`config.mk`:
```
export PLATFORM = sky130hd
export DESIGN_NAME = irq_pulse_gen
export DESIGN_NICKNAME = d
export VERILOG_FILES = /design/src/core/irq_pulse_pkg.sv /design/src/core/irq_pulse_gen.sv
export VERILOG_INCLUDE_DIRS = /design/src /design/src/core
export SDC_FILE = /design/constraint.sdc
export NUM_CORES = 1
export LEC_CHECK = 0
export BUFFER_PORTS_ARGS = -buffer_cell sky130_fd_sc_hd__buf_2
export CAP_MARGIN = 20
export CORE_MARGIN = 8
export CORE_UTILIZATION = 59
export CTS_CLUSTER_SIZE = 28
export DETAILED_ROUTE_END_ITERATION = 7
export PLACE_DENSITY_LB_ADDON = 0.12
export SLEW_MARGIN = 30
export SYNTH_ARGS = -nofsm -noshare
export SYNTH_HDL_FRONTEND = slang
export SYNTH_SLANG_ARGS = --single-unit
```
`constraint.sdc`:
```
create_clock -name pclk -period 5.8 [get_ports pclk]
set_input_delay 0.58 -clock pclk [delete_from_list [all_inputs] [get_ports pclk]]
set_output_delay 0.58 -clock pclk [all_outputs]
set_load 0.005 [all_outputs]
```
`src/core/irq_pulse_defs.svh`:
```
`ifndef IRQ_PULSE_DEFS_SVH
`define IRQ_PULSE_DEFS_SVH

// ----------------------------------------------------------------
// clock and timing
// ----------------------------------------------------------------
`define CLK_MHZ            200
`define IRQ_PULSE_US       100
`define IRQ_GAP_US         100
`define IRQ_REPEAT_MS      5
`define SDM_FILT_US        64
`define US_PER_MS          1000

// ----------------------------------------------------------------
// register byte offsets
// ----------------------------------------------------------------
`define REG_CTRL           8'h00
`define REG_GRP_STAT       8'h04
`define REG_WAKE_STAT      8'h08
`define REG_STATE          8'h0C

// ----------------------------------------------------------------
// control register fields and reset value
// ----------------------------------------------------------------
`define CTRL_MASK_LSB      0
`define CTRL_REPEAT_BIT    6
`define CTRL_WAKE_LSB      7
`define CTRL_BRAKE_BIT     12
`define CTRL_RST           32'h00000FFF

// ----------------------------------------------------------------
// state register fields
// ----------------------------------------------------------------
`define STATE_FSM_LSB      0
`define STATE_LEVEL_BIT    3
`define STATE_SDM_BIT      4
`define STATE_REQ_BIT      5

// ----------------------------------------------------------------
// source group index, widths and excluded flags
// ----------------------------------------------------------------
`define GRP_N              6
`define GRP_SUPPLY         0
`define GRP_THERMAL        1
`define GRP_BUS            2
`define GRP_HIGHSIDE       3
`define GRP_BRIDGE         4
`define GRP_FRAME          5
`define WAKE_N             5
`define WAKE_BRAKE         4
`define SUP_W              8
`define THERM_W            8
`define BUS_W              4
`define HS_W               8
`define DRAIN_SOURCE_OVERVOLTAGE_FLAGS_W             6
`define BRK_W              3
`define TMR_W              2
`define SUP_EXCL_MASK      8'h0F
`define THERM_EXCL_MASK    8'h01
`define DATA_W             32

`endif

```
`src/core/irq_pulse_pkg.sv`:
```
`include "irq_pulse_defs.svh"

package irq_pulse_pkg;

    // device operating mode as reported by the mode state machine
    typedef enum logic [2:0]
    {
        MODE_INIT     = 3'h0,
        MODE_NORMAL   = 3'h1,
        MODE_STOP     = 3'h2,
        MODE_SLEEP    = 3'h3,
        MODE_RESTART  = 3'h4,
        MODE_FAILSAFE = 3'h5
    } dev_mode_e;

    typedef enum logic [2:0]
    {
        ST_IDLE = 3'b001,
        ST_LOW  = 3'b010,
        ST_GAP  = 3'b100
    } irq_state_e;

    // bit0 of supply: power-on, bits 1..3 core supply under/short/over
    typedef struct packed
    {
        logic [`SUP_W-1:0]   supply_flags;
        logic [`THERM_W-1:0] thermal_flags_reg;
        logic [`BUS_W-1:0]   bus_flags;
        logic [`HS_W-1:0]    highside_flags_reg;
        logic [`DRAIN_SOURCE_OVERVOLTAGE_FLAGS_W-1:0]  drain_source_overvoltage_flags;
        logic                frame_fail;
        logic                checksum_fail;
    } fault_src_s;

    typedef struct packed
    {
        logic                lin;
        logic                pin;
        logic [`TMR_W-1:0]   cyclic_wake_timers;
        logic [`BRK_W-1:0]   lowside_brake_detect_flags;
    } wake_src_s;

endpackage

```
`src/core/irq_pulse_gen.sv`:
```
// The address map and register access over APB were chosen for this implementation.
`timescale 1ns/100ps
`include "irq_pulse_defs.svh"
// Notes on behaviour
// RULE1: in normal and stop mode, drive output low for one pulse width, then release.
// RULE2: output stays high at least the minimum gap between two pulses.
// RULE3: interrupt logic never changes the device mode; no path back.
// RULE4: per-group mask register; a masked group cannot start a pulse.
// RULE5: groups: supply, thermal, bus, high-side, bridge, frame/checksum failure.
// RULE6: a wake event raises an interrupt only if that input is a wake source.
// RULE7: wake sources: bus, wake pin, cyclic timers, brake detect when enabled.
// RULE8: group and wake interrupts work together; either starts a pulse.
// RULE9: core supply faults, level-two shutdown and power-on never interrupt.
// RULE10: only frame and checksum failure cause periodic repeat pulses.
// RULE11: no pulses in restart, fail-safe or sleep mode.
// RULE12: entering stop with wake or brake status uncleared starts a pulse.
// RULE13: status is captured at each falling edge of the pulse.
// RULE14: captured status stays set until software clears it.
// RULE15: host may read status again after clearing to confirm it is gone.
// RULE16: a pending uncleared event keeps producing pulses periodically; the code repeats only for a captured frame/checksum status.
// RULE17: a software enable bit can switch the repeat pulses off.
// RULE18: events together or during a low pulse give one pulse only.
// RULE19: in init mode the pin is an input sensing development mode entry.
// RULE20: repeat period is nominally 5 ms.
// RULE21: development mode selection is filtered for 64 us.
// RULE22: pulse width, gap and repeat timed by counters on the local clock.
// RULE23: a clear-to-set source edge requests a pulse, deferred past the gap.

module irq_pulse_gen
    import irq_pulse_pkg::*;
#(
    parameter int unsigned ADDR_W     = 8,
    parameter int unsigned CNT_W      = 20,
    parameter int unsigned PULSE_CYC  = `IRQ_PULSE_US * `CLK_MHZ,
    parameter int unsigned GAP_CYC    = `IRQ_GAP_US * `CLK_MHZ,
    parameter int unsigned REPEAT_CYC = `IRQ_REPEAT_MS * `US_PER_MS * `CLK_MHZ,
    parameter int unsigned SDM_CYC    = `SDM_FILT_US * `CLK_MHZ
)
(
    // clock and reset
    input  wire logic              pclk,
    input  wire logic              presetn,
    // apb slave
    input  wire logic              psel,
    input  wire logic              penable,
    input  wire logic              pwrite,
    input  wire logic [ADDR_W-1:0] paddr,
    input  wire logic [`DATA_W-1:0] pwdata,
    output logic      [`DATA_W-1:0] prdata,
    output logic                   pready,
    output logic                   pslverr,
    // sources and mode
    input  wire fault_src_s        fault_src,
    input  wire wake_src_s         wake_src,
    input  wire dev_mode_e         dev_mode,
    // interrupt pin
    input  wire logic              irq_n_in,
    output logic                   irq_n_out,
    output logic                   irq_n_oe_n,
    // development mode selection
    output logic                   sdm_select
);

    // ----------------------------------------------------------------
    // limits
    // ----------------------------------------------------------------
    localparam logic [CNT_W-1:0] PULSE_LIM  = CNT_W'(PULSE_CYC - 1);
    localparam logic [CNT_W-1:0] GAP_LIM    = CNT_W'(GAP_CYC - 1);
    localparam logic [CNT_W-1:0] REPEAT_LIM = CNT_W'(REPEAT_CYC - 1);
    localparam logic [CNT_W-1:0] SDM_LIM    = CNT_W'(SDM_CYC - 1);

    function automatic logic mode_active(input dev_mode_e m);
        mode_active = (m == MODE_NORMAL) || (m == MODE_STOP);
    endfunction

    function automatic logic mode_quiet(input dev_mode_e m);
        mode_quiet = (m == MODE_RESTART) || (m == MODE_FAILSAFE) || (m == MODE_SLEEP);
    endfunction

    // ----------------------------------------------------------------
    // declarations
    // ----------------------------------------------------------------
    logic [`DATA_W-1:0] ctrl_ff;
    logic [`GRP_N-1:0]  grp_stat_ff;
    logic [`WAKE_N-1:0] wake_stat_ff;
    logic [`GRP_N-1:0]  grp_prev_ff;
    logic [`WAKE_N-1:0] wake_prev_ff;
    dev_mode_e          mode_prev_ff;
    irq_state_e         state_ff;
    irq_state_e         nxt_state;
    logic [CNT_W-1:0]   tmr_ff;
    logic [CNT_W-1:0]   rep_ff;
    logic               req_ff;
    logic               irq_ff;
    logic               oe_n_ff;
    logic               pin_s1_ff;
    logic               pin_s2_ff;
    logic               pin_last_ff;
    logic [CNT_W-1:0]   sdm_cnt_ff;
    logic               sdm_ff;
    logic [`DATA_W-1:0] prdata_ff;
    logic               pready_ff;
    logic               pslverr_ff;
    logic [`GRP_N-1:0]  grp_now;
    logic [`WAKE_N-1:0] wake_now;
    logic [`GRP_N-1:0]  grp_mask;
    logic [`WAKE_N-1:0] wake_en;
    logic               new_event;
    logic               stop_entry;
    logic               repeat_due;
    logic               pulse_start;
    logic               apb_acc;
    logic               apb_wr;
    logic               addr_hit;
    logic [`GRP_N-1:0]  grp_clr;
    logic [`WAKE_N-1:0] wake_clr;

    // ----------------------------------------------------------------
    // source grouping
    // ----------------------------------------------------------------
    assign grp_mask = ctrl_ff[`CTRL_MASK_LSB +: `GRP_N];
    assign wake_en  = ctrl_ff[`CTRL_WAKE_LSB +: `WAKE_N];

    always_comb
    begin
        grp_now = '0;
        grp_now[`GRP_SUPPLY]   = |(fault_src.supply_flags & ~`SUP_W'(`SUP_EXCL_MASK));          // RULE5 RULE9
        grp_now[`GRP_THERMAL]  = |(fault_src.thermal_flags_reg & ~`THERM_W'(`THERM_EXCL_MASK)); // RULE5 RULE9
        grp_now[`GRP_BUS]      = |fault_src.bus_flags;                                          // RULE5
        grp_now[`GRP_HIGHSIDE] = |fault_src.highside_flags_reg;                                 // RULE5
        grp_now[`GRP_BRIDGE]   = |fault_src.drain_source_overvoltage_flags;                     // RULE5
        grp_now[`GRP_FRAME]    = fault_src.frame_fail | fault_src.checksum_fail;                // RULE5
    end

    always_comb
    begin
        wake_now = {(|wake_src.lowside_brake_detect_flags) & ctrl_ff[`CTRL_BRAKE_BIT],          // RULE7
                    wake_src.cyclic_wake_timers, wake_src.pin, wake_src.lin} & wake_en;         // RULE6
    end

    // clear-to-set edges of enabled sources only
    assign new_event  = |(grp_now & ~grp_prev_ff & grp_mask) | |(wake_now & ~wake_prev_ff); // RULE4 RULE8 RULE23
    assign stop_entry = (dev_mode == MODE_STOP) && (mode_prev_ff != MODE_STOP)
                        && ((|wake_stat_ff) || (|wake_src.lowside_brake_detect_flags));      // RULE12
    assign repeat_due = ctrl_ff[`CTRL_REPEAT_BIT] && grp_stat_ff[`GRP_FRAME]
                        && (rep_ff == REPEAT_LIM);                                           // RULE10 RULE16 RULE17

    always_ff @(posedge pclk or negedge presetn)
    begin
        if (!presetn)
        begin
            grp_prev_ff  <= '0;
            wake_prev_ff <= '0;
            mode_prev_ff <= MODE_INIT;
        end
        else
        begin
            grp_prev_ff  <= grp_now;
            wake_prev_ff <= wake_now;
            mode_prev_ff <= dev_mode;
        end
    end

    // ----------------------------------------------------------------
    // pulse request
    // ----------------------------------------------------------------
    // requests arriving while low are dropped so overlapping events merge
    always_ff @(posedge pclk or negedge presetn)
    begin
        if (!presetn)
            req_ff <= 1'b0;
        else if (!mode_active(dev_mode))
            req_ff <= 1'b0;                                                  // RULE11
        else if (pulse_start || state_ff == ST_LOW)
            req_ff <= 1'b0;                                                  // RULE18
        else if (new_event || stop_entry || repeat_due)
            req_ff <= 1'b1;                                                  // RULE23
    end

    // ----------------------------------------------------------------
    // pulse sequencer
    // ----------------------------------------------------------------
    assign pulse_start = (state_ff == ST_IDLE) && req_ff && mode_active(dev_mode);

    always_comb
    begin
        nxt_state = state_ff;
        unique case (state_ff)
            ST_IDLE: if (pulse_start) nxt_state = ST_LOW;
            ST_LOW:  if (tmr_ff == PULSE_LIM) nxt_state = ST_GAP;            // RULE1
            ST_GAP:  if (tmr_ff == GAP_LIM) nxt_state = ST_IDLE;             // RULE2
            default: nxt_state = ST_IDLE;
        endcase
        if (!mode_active(dev_mode))
            nxt_state = ST_IDLE;                                             // RULE11
    end

    always_ff @(posedge pclk or negedge presetn)
    begin
        if (!presetn)
            state_ff <= ST_IDLE;
        else
            state_ff <= nxt_state;
    end

    always_ff @(posedge pclk or negedge presetn)
    begin
        if (!presetn)
            tmr_ff <= '0;
        else if (nxt_state != state_ff)
            tmr_ff <= '0;
        else if (state_ff != ST_IDLE)
            tmr_ff <= tmr_ff + 1'b1;                                         // RULE22
    end

    // repeat period measured from the start of each pulse
    always_ff @(posedge pclk or negedge presetn)
    begin
        if (!presetn)
            rep_ff <= '0;
        else if (pulse_start || !mode_active(dev_mode))
            rep_ff <= '0;
        else if (rep_ff != REPEAT_LIM)
            rep_ff <= rep_ff + 1'b1;                                         // RULE20 RULE22
    end

    // the block only reads dev_mode; nothing here feeds the mode machine
    always_ff @(posedge pclk or negedge presetn)
    begin
        if (!presetn)
        begin
            irq_ff  <= 1'b1;
            oe_n_ff <= 1'b1;
        end
        else
        begin
            irq_ff  <= (nxt_state != ST_LOW);                                // RULE1 RULE3
            oe_n_ff <= (dev_mode == MODE_INIT);                              // RULE19
        end
    end

    // ----------------------------------------------------------------
    // development mode sense
    // ----------------------------------------------------------------
    always_ff @(posedge pclk or negedge presetn)
    begin
        if (!presetn)
        begin
            pin_s1_ff <= 1'b1;
            pin_s2_ff <= 1'b1;
        end
        else
        begin
            pin_s1_ff <= irq_n_in;
            pin_s2_ff <= pin_s1_ff;
        end
    end

    // a pin held low externally against the pull-up selects the mode
    always_ff @(posedge pclk or negedge presetn)
    begin
        if (!presetn)
        begin
            pin_last_ff <= 1'b1;
            sdm_cnt_ff  <= '0;
            sdm_ff      <= 1'b0;
        end
        else
        begin
            pin_last_ff <= pin_s2_ff;
            if (dev_mode != MODE_INIT || pin_s2_ff != pin_last_ff)
                sdm_cnt_ff <= '0;
            else if (sdm_cnt_ff != SDM_LIM)
                sdm_cnt_ff <= sdm_cnt_ff + 1'b1;
            if (dev_mode == MODE_INIT && sdm_cnt_ff == SDM_LIM)
                sdm_ff <= !pin_s2_ff;                                        // RULE19 RULE21
        end
    end

    // ----------------------------------------------------------------
    // apb slave and registers
    // ----------------------------------------------------------------
    assign apb_acc  = psel && penable && !pready_ff;
    assign apb_wr   = psel && penable && pready_ff && pwrite;
    assign addr_hit = (paddr == ADDR_W'(`REG_CTRL)) || (paddr == ADDR_W'(`REG_GRP_STAT))
                      || (paddr == ADDR_W'(`REG_WAKE_STAT)) || (paddr == ADDR_W'(`REG_STATE));
    assign grp_clr  = (apb_wr && paddr == ADDR_W'(`REG_GRP_STAT)) ? pwdata[`GRP_N-1:0] : '0;
    assign wake_clr = (apb_wr && paddr == ADDR_W'(`REG_WAKE_STAT)) ? pwdata[`WAKE_N-1:0] : '0;

    always_ff @(posedge pclk or negedge presetn)
    begin
        if (!presetn)
            ctrl_ff <= `CTRL_RST;
        else if (apb_wr && paddr == ADDR_W'(`REG_CTRL))
            ctrl_ff <= pwdata & (`CTRL_RST | (32'h1 << `CTRL_BRAKE_BIT));   // RULE4 RULE7 RULE17
    end

    // captured on the falling edge of the pulse; set beats a same-cycle clear
    always_ff @(posedge pclk or negedge presetn)
    begin
        if (!presetn)
        begin
            grp_stat_ff  <= '0;
            wake_stat_ff <= '0;
        end
        else
        begin
            grp_stat_ff  <= (grp_stat_ff & ~grp_clr) | (pulse_start ? (grp_now & grp_mask) : '0); // RULE13 RULE14
            wake_stat_ff <= (wake_stat_ff & ~wake_clr) | (pulse_start ? wake_now : '0);           // RULE13 RULE14
        end
    end

    // answer in the second access cycle, unmapped addresses flag an error
    always_ff @(posedge pclk or negedge presetn)
    begin
        if (!presetn)
        begin
            pready_ff  <= 1'b0;
            pslverr_ff <= 1'b0;
            prdata_ff  <= '0;
        end
        else
        begin
            pready_ff  <= apb_acc;
            pslverr_ff <= apb_acc && !addr_hit;
            prdata_ff  <= '0;
            if (apb_acc && !pwrite)
            begin
                unique case (paddr)
                    ADDR_W'(`REG_CTRL):      prdata_ff <= ctrl_ff;
                    ADDR_W'(`REG_GRP_STAT):  prdata_ff <= `DATA_W'(grp_stat_ff);  // RULE15
                    ADDR_W'(`REG_WAKE_STAT): prdata_ff <= `DATA_W'(wake_stat_ff);
                    ADDR_W'(`REG_STATE):     prdata_ff <= `DATA_W'({req_ff, sdm_ff, irq_ff, state_ff});
                    default:                 prdata_ff <= '0;
                endcase
            end
        end
    end

    assign prdata     = prdata_ff;
    assign pready     = pready_ff;
    assign pslverr    = pslverr_ff;
    assign irq_n_out  = irq_ff;
    assign irq_n_oe_n = oe_n_ff;
    assign sdm_select = sdm_ff;

    // ----------------------------------------------------------------
    // checks
    // ----------------------------------------------------------------
    logic [CNT_W-1:0] low_len_ff;
    logic [CNT_W-1:0] high_len_ff;
    always_ff @(posedge pclk or negedge presetn)
    begin
        if (!presetn)
        begin
            low_len_ff  <= '0;
            high_len_ff <= '1;
        end
        else
        begin
            low_len_ff  <= irq_ff ? '0 : low_len_ff + 1'b1;
            high_len_ff <= !irq_ff ? '0 : (high_len_ff == '1 ? high_len_ff : high_len_ff + 1'b1);
        end
    end

    chk_pulse_width: assert property (@(posedge pclk) disable iff (!presetn) // RULE1
        $rose(irq_ff) && mode_active(dev_mode) && mode_active($past(dev_mode)) |-> low_len_ff == CNT_W'(PULSE_CYC))
        else $error("pulse width differs from nominal");
    chk_min_gap: assert property (@(posedge pclk) disable iff (!presetn) // RULE2
        $fell(irq_ff) |-> $past(high_len_ff) >= GAP_LIM)
        else $error("gap between pulses too short");
    chk_quiet_modes: assert property (@(posedge pclk) disable iff (!presetn) // RULE11
        mode_quiet(dev_mode) |=> irq_ff)
        else $error("pulse in restart, fail-safe or sleep");
    chk_init_release: assert property (@(posedge pclk) disable iff (!presetn) // RULE19
        dev_mode == MODE_INIT |=> oe_n_ff && irq_ff)
        else $error("pin driven during init");
    chk_pulse_cause: assert property (@(posedge pclk) disable iff (!presetn) // RULE23
        $fell(irq_ff) |-> $past(req_ff) && $past(state_ff) == ST_IDLE)
        else $error("pulse without request");
    chk_event_request: assert property (@(posedge pclk) disable iff (!presetn) // RULE8
        mode_active(dev_mode) && state_ff == ST_IDLE && new_event ##1 mode_active(dev_mode) |-> req_ff || !irq_ff)
        else $error("enabled event lost");
    chk_status_sticky: assert property (@(posedge pclk) disable iff (!presetn) // RULE14
        ##1 (($past(grp_stat_ff) & ~$past(grp_clr) & ~grp_stat_ff) == '0))
        else $error("status dropped without clear");
    chk_status_capture: assert property (@(posedge pclk) disable iff (!presetn) // RULE13
        pulse_start |=> ((grp_stat_ff & $past(grp_now & grp_mask)) == $past(grp_now & grp_mask)))
        else $error("status not captured on falling edge");
    chk_supply_excl: assert property (@(posedge pclk) disable iff (!presetn) // RULE9
        (fault_src.supply_flags & ~`SUP_W'(`SUP_EXCL_MASK)) == '0 |-> !grp_now[`GRP_SUPPLY])
        else $error("excluded supply flag raised group");
    chk_apb_answer: assert property (@(posedge pclk) disable iff (!presetn)
        psel && penable && !pready_ff |=> pready_ff ##1 !pready_ff)
        else $error("apb answer not one cycle");
    cov_pulse:      cover property (@(posedge pclk) disable iff (!presetn) $fell(irq_ff));
    cov_repeat:     cover property (@(posedge pclk) disable iff (!presetn) repeat_due && !req_ff);
    cov_stop_entry: cover property (@(posedge pclk) disable iff (!presetn) stop_entry);
    cov_sdm:        cover property (@(posedge pclk) disable iff (!presetn) $rose(sdm_ff));

endmodule

```
==> results of run 1 <==
==> cell type report <==
| cell class | instances | area, um2 | share of cell area, % |
|---|---|---|---|
| timing repair buffer | 86 | 435.4 | 6.248 |
| clock inverter | 14 | 221.5 | 3.178 |
| multi-input combinational | 398 | 2594 | 37.22 |
| inverter | 9 | 33.78 | 0.4847 |
| tap | 133 | 166.4 | 2.388 |
| clock buffer | 18 | 417.9 | 5.996 |
| sequential | 123 | 3100 | 44.49 |
==> kinds of logic (layout without fill, tap and decap cells) <==
group	Yosys count	in the layout	share of synthesized area, %
AO/OA/AOI/OAI	55	55	6.631
XOR/XNOR	43	43	6.418
adder cells (fa/ha/maj)	3	3	0.6397
buffers and inverters	44	127	4.541
flip-flops	123	123	52.84
multiplexers	25	25	5.650
other	1	19	0.06390
AND/OR/NAND/NOR	253	253	23.22
==> sequential cells by signal (all words and copies together), names as in the netlist, 3 cells and up <==
register / cells
rep_ff: 20
sdm_cnt_ff: 20
tmr_ff: 20
ctrl_ff: 13
prdata: 13
grp_prev_ff: 6
grp_stat_ff: 6
wake_prev_ff: 5
wake_stat_ff: 5
mode_prev_ff: 3
state_ff: 3
==> metrics by stage <==
stage / hold WS (ns) / setup WS, ns
6_report: 0.08119 / 3.229
5_1_grt: 0.1341 / 2.995
2_1_floorplan: 0.2844 / 3.698
4_1_cts: 0.1068 / 3.215
3_3_place_gp: 0.3477 / 2.967
3_5_place_dp: 0.3558 / 3.225
==> final timing paths <==
path                                  end  slack, ns  depth (start not counted)
max                            tmr_ff[18]       3.23                          6
min                             prdata[8]       0.08                          1
max reg2reg                    tmr_ff[18]       3.23                          6
min reg2reg                     pin_s2_ff       0.36                          0
max in group asynchronous  sdm_cnt_ff[12]       4.43                          2
min in group pclk               pin_s1_ff       0.16                          1
==> power by group through the flow <==
stage          clock network (mW)  registers, mW  logic, mW
2_1_floorplan                   0          0.924     0.0658
3_3_place_gp                    0          0.928      0.107
3_5_place_dp                    0          0.931      0.111
4_1_cts                      1.14          0.916      0.112
5_1_grt                      1.18          0.921      0.127
6_report                     1.12          0.917      0.111
==> synth_stat cells, drive strengths merged, types with 5 or more instances <==
cell     number
inv           9
mux2i         5
and4          8
nor4         12
nor3         16
o21ai        10
mux4          5
and2         11
dfrtp       105
and3          8
xor2         31
a31oi         6
a21oi        11
mux2         15
or3          12
clkbuf        7
dfstp        18
nand4        16
a22o          5
or4           7
buf          28
nor2b        11
nand2        50
xnor2        12
o2bb2ai       5
nor2         64
nand3        22
==> layer usage <==
| metal | routed length [um] | vias up | global-route usage, % |
|---|---|---|---|
| met3 | 800 | 17 | 5.419 |
| li1 | - | 2088 | - |
| met1 | 5454 | 2133 | 24.06 |
| met4 | 195 | 0 | 7.260 |
| met5 | 0 | - | 0 |
| met2 | 6037 | 114 | 32.48 |
==> worst reg2reg max path, cell delays in order (launching register included) <==
cell and delay, ns:
dfrtp_1 0.40, ha_1 0.23, or3b_2 0.48, nor4_1 0.24, nand2_1 0.20, a211oi_4 0.76, nor2_1 0.13
==> results.toml, run 1 <==
[run_status]
outcome = "finished, final reports clean"

[setup_path]
slowest_delay_ns = 0.76
end_kind = "flip-flop"
cp.required_ns = 6.17
critPathLaunchType = "flip-flop"
r2r_start = "tmr_ff[0]"
path_cells = "ha_1 -> or3b_2 -> nor4_1 -> nand2_1 -> a211oi_4 -> nor2_1"
crit_path_top_delay_cell = "a211oi_4"
cp.arrival_ns = 2.94
critPathKind = "flip-flop to flip-flop"
cpLargestDelayFamily = "simple AND/OR/NAND/NOR gates"
critPathBufInv = 0
startpoint = "tmr_ff[0]"
cp_max_fo = 20

[detailed_routing]
wl_mm = 12.49
drcViolationCount = 0
ant_nets = 0
post_drt_via_cell_ratio = 5.572
firstDrtPassIters = 7
wire_per_inst_um = 15.99
drt_iter0_drc = 209
num_vias = 4352

[pwr]
switching_share_pct = 22.00
power_switching_uw = 473.1
p_clk_share_pct = 52.2
internal_power_mw = 1.677
comb_power_share_pct = 5.1
power.total_mw = 2.150
ir_drop_v = 0.0002373
power.density_nw_per_um2 = 308.6
leakagePower_nw = 3.112
pwr-share-seq_pct = 42.6

[floorplan]
initial_core_util_pct = 60.31
die-area_um2 = 13390
fp.dieW_um = 115.7
num_rows = 36
core-area_um2 = 9729
fp.dieH_um = 115.7
io-pin-count = 129

[min_path]
hold_class = "input port to asynchronous set/reset pin"

[timing]
maxSlewViolCount = 0
post-route-period-util_pct = 44.34
slew_headroom_pct = 33.37
fin_crit_ns = 2.571
max_freq_mhz = 388.9
rsz0062_at_grt = "false"
tightest_slew_ns = 0.9856
tns_ns = 0
hold_violations = 0
setup_viol = 0
fin_skew_ns = 0.007170

[clock_tree]
cts_buffers = 17
post_cts_buffers = 0
insertion_delay_ns = 0.52
numClockSinks = 123
cts_hold_buf = 0
clk_transition_reported_paths_ns = 0.06
htree_levels = 4
cts_resized = 0
cts.path.max_buffers = 2
cts_tree = "done"
root_buffer = "clkbuf_8"

[logic_synthesis]
avgSynthCellArea_um2 = 10.73
yosys.area.top_type_share_pct = 44.78
ys_seq_area_share_pct = 52.84
synth_seq_cells = 123
netlist_area_um2 = 5868
yosys.area.top_type = "dfrtp_1"
synthArstFlopShare_pct = 100.0
ys_warn_count = 0
synth.distinct_cells = 65
ys.flop_type = "dfrtp_1"
synth_edf_count = 0
netlist_instances = 547
synth_area_leaders = "dfrtp_1, dfstp_2, xor2_1"

[finish]
num_antenna_cells = 0
final_cell_area_um2 = 6969
syn2layout_area_growth_pct = 18.76
utilization_pct = 71.63
n_fill_cell = 733
mostFrequentLayoutCell = "dfrtp_1"
drive_gt1_share_pct = 26.85
fin_nets = 730
finalNonFillerCells = 781
layout_common_cells = "dfrtp_1, buf_2, nor2_1, nand2_1, xor2_1"

[placement]
globalplace.congestion = 0.8404
dp.cells = 749
portBuffers = 85
dp_hpwl_mm = 8.861
placed_area_um2 = 6319

[global_routing]
grt_pass1_vias = 4417
grt_pass1_wl_mm = 20.59
grt_overflow_total = 0
grt.total_usage_pct = 19.62
grt_max_degree = 69
grt_antenna_before_repair = 0

[job]
drv_cap = 0
Power figures use the tool's default switching activity.
==> run 2: changes to the inputs <==
--- a/config.mk
+++ b/config.mk
@@ -6,10 +6,11 @@
 export SDC_FILE = /design/constraint.sdc
 export NUM_CORES = 1
 export LEC_CHECK = 0
+export ABC_AREA = 1
 export BUFFER_PORTS_ARGS = -buffer_cell sky130_fd_sc_hd__buf_2
 export CAP_MARGIN = 20
 export CORE_MARGIN = 8
-export CORE_UTILIZATION = 59
+export CORE_UTILIZATION = 50
 export CTS_CLUSTER_SIZE = 28
 export DETAILED_ROUTE_END_ITERATION = 7
 export PLACE_DENSITY_LB_ADDON = 0.12
==> constraint.sdc (replaced) <==
create_clock -name pclk -period 2.2 [get_ports pclk]
set_input_delay 0.22 -clock pclk [delete_from_list [all_inputs] [get_ports pclk]]
set_output_delay 0.22 -clock pclk [all_outputs]
set_load 0.005 [all_outputs]
==> results.toml, run 2 <==
[finish]
fin_nets = 962
layout_common_cells = "nand2_1, dfrtp_1, inv_1, nor2_1, buf_2"
reg_top3 = "rep_ff x20, sdm_cnt_ff x20, tmr_ff x20"
mostFrequentLayoutCell = "nand2_1"
syn2layout_area_growth_pct = 18.99
regArea_um2 = 3100
num_antenna_cells = 0
n_fill_cell = 1169
utilization_pct = 60.50
drive_gt1_share_pct = 22.95
multi_input_area_um2 = 2744

[job]
drv_cap = 0

[global_routing]
use_met1_pct = 23.97
top_usage_layer = "met2"
grt.total_usage_pct = 18.89
grtUsageMet3_pct = 4.807
grt_pass1_wl_mm = 25.12
use_met2_pct = 30.73
grt_antenna_before_repair = 0
grt_max_degree = 47
grt_overflow_total = 0
grt_pass1_vias = 5471

[pwr]
internal_power_mw = 4.117
comb_power_share_pct = 7.4
p_clk_share_pct = 48.8
power.density_nw_per_um2 = 724.8
power_switching_mw = 1.394
ir_drop_v = 0.0005335
switching_share_pct = 25.30
power.total_mw = 5.511
pwr-share-seq_pct = 43.8
leakagePower_nw = 3.578

[detailed_routing]
drcViolationCount = 0
wire_per_inst_um = 14.12
post_drt_via_cell_ratio = 5.109
ant_nets = 0
wl_mm = 14.85
num_vias = 5375
firstDrtPassIters = 5
drt_iter0_drc = 398

[setup_path]
critPathBufInv = 0
r2r_start = "tmr_ff[1]"
startpoint = "tmr_ff[1]"
cp.arrival_ns = 2.26
cp_max_fo = 20
crit_top_cell = "nand2_2"
critPathLaunchType = "flip-flop"
crit_path_top_delay_cell = "dfrtp_1"
cp.required_ns = 2.52
path_cells = "ha_1 -> nand3_4 -> nor2_4 -> nand3_2 -> nand2_2 -> nand3_2 -> nand2_2 -> nand2_2 -> nor3_2"
slowest_delay_ns = 0.37
end_kind = "flip-flop"
cpLargestDelayFamily = "simple AND/OR/NAND/NOR gates"
critPathKind = "flip-flop to flip-flop"

[clock_tree]
numClockSinks = 123
cts_buffers = 17
cts_tree = "done"
root_buffer = "clkbuf_16"
htree_levels = 4
insertion_delay_ns = 0.41
clk_transition_reported_paths_ns = 0.06
cts.path.max_buffers = 2
post_cts_buffers = 0

[floorplan]
fp.dieH_um = 129.0
initial_core_util_pct = 50.84
num_rows = 41
die-area_um2 = 16650
core-area_um2 = 12570
io-pin-count = 129
fp.dieW_um = 129.0

[logic_synthesis]
synth_seq_cells = 123
ys_seq_area_share_pct = 48.52
ys_warn_count = 0
synth_area_leaders = "dfrtp_1, nand2_1, dfstp_2"
yosys.area.top_type_share_pct = 41.12
synth_top_family_by_area = "simple AND/OR/NAND/NOR gates"
netlist_instances = 760
synth_simple_gate_area_share_pct = 29.04
avgSynthCellArea_um2 = 8.408
ys_top_cells_by_count = "nand2_1, dfrtp_1, inv_1, nor2_1, nand3_1"
synth_xor_area_share_pct = 3.701
yosys.area_share.adder_pct = 0.5874
yosys.area.top_type = "dfrtp_1"
synth_compound_gate_area_share_pct = 7.813
synth_most_common_cell = "nand2_1"
netlist_area_um2 = 6390
ys.flop_type = "dfrtp_1"
synth_edf_count = 0
synth.distinct_cells = 46
synthArstFlopShare_pct = 100.0
muxShareOfSynthArea_pct = 0.6853

[timing]
fin_crit_ns = 1.932
setup_viol = 0
slew_headroom_pct = 57.82
rsz0062_at_grt = "false"
hold_violations = 0
tns_ns = 0
setup_slack_ns = 0.2676
tightest_slew_ns = 0.6305
fin_skew_ns = 0.005220
maxSlewViolCount = 0
post-route-period-util_pct = 87.83
max_freq_mhz = 517.5

[placement]
globalplace.congestion = 0.8833
portBuffers = 85
dp_hpwl_mm = 10.97
place_ws_ns = 0.2632

[run_status]
outcome = "finished, final reports clean"

[min_path]
hold_class = "input port to flip-flop"
min_from = "fault_src[1]"
## run 2: layout make-up
type | instances | area share [%]
clock buffers | 18 | 5.776
clock inverters | 14 | 1.794
inverters | 104 | 5.134
multi-input cells | 521 | 36.09
flip-flops and latches | 123 | 40.78
well taps | 172 | 2.830
repair buffers | 100 | 7.602
## run 2: routing by layer
| layer | wire [um] | share of wire (%) |
|---|---|---|
| met4 | 226 | 1.5 |
| met1 | 6756 | 45 |
| met2 | 7179 | 48 |
| met3 | 688 | 4.6 |
| met5 | 0 | 0 |
## run 2: power by group through the flow
stage                     registers [mW]  logic, mW  clock network (mW)
after floorplan                     2.43      0.262                   0
after global routing                2.42      0.467                2.85
after CTS                           2.41      0.413                2.74
after detailed placement            2.45      0.404                   0
final                               2.41      0.409                2.69
after global placement              2.45      0.389                   0
## run 2: worst min-delay path, delay by kind of cell
family	cells	cell delay, ns
simple gates	1	0.05
buf+inv	2	0.12
## run 2: path summary, 6_finish.rpt
check                                       to  slack (ns)  depth (start not counted)
worst max-delay path                tmr_ff[15]        0.27                          9
worst min-delay path            grp_prev_ff[5]        0.01                          3
worst max register to register      tmr_ff[15]        0.27                          9
worst min register to register       pin_s2_ff        0.36                          0
max in group asynchronous           irq_n_oe_n        1.17                          3
min in group asynchronous           tmr_ff[11]        0.30                          2
## run 2: stage by stage
| step | hold slack (ns) | instance area (um2) | std cells |
|---|---|---|---|
| global route | 0.01444 | 7604 | 1052 |
| floorplan | -0.07559 | 6457 | 778 |
| detailed placement | 0.2096 | 6978 | 1015 |
| global placement | 0.2064 | 6978 | 1015 |
| finish | 0.01462 | 7604 | 1052 |
| CTS | 0.005027 | 7604 | 1052 |
## run 2: kinds of logic after synthesis
family          Yosys count
compound gates           90
mux                       4
fa+ha+maj                 3
flops                   123
xor+xnor                 27
buf+inv                 134
other cells               1
simple gates            378
## run 2: timing repair
action,4_1_cts,5_1_grt
hold buffers,5,0
hold endpoints to repair,29,0
resized for setup,0,0
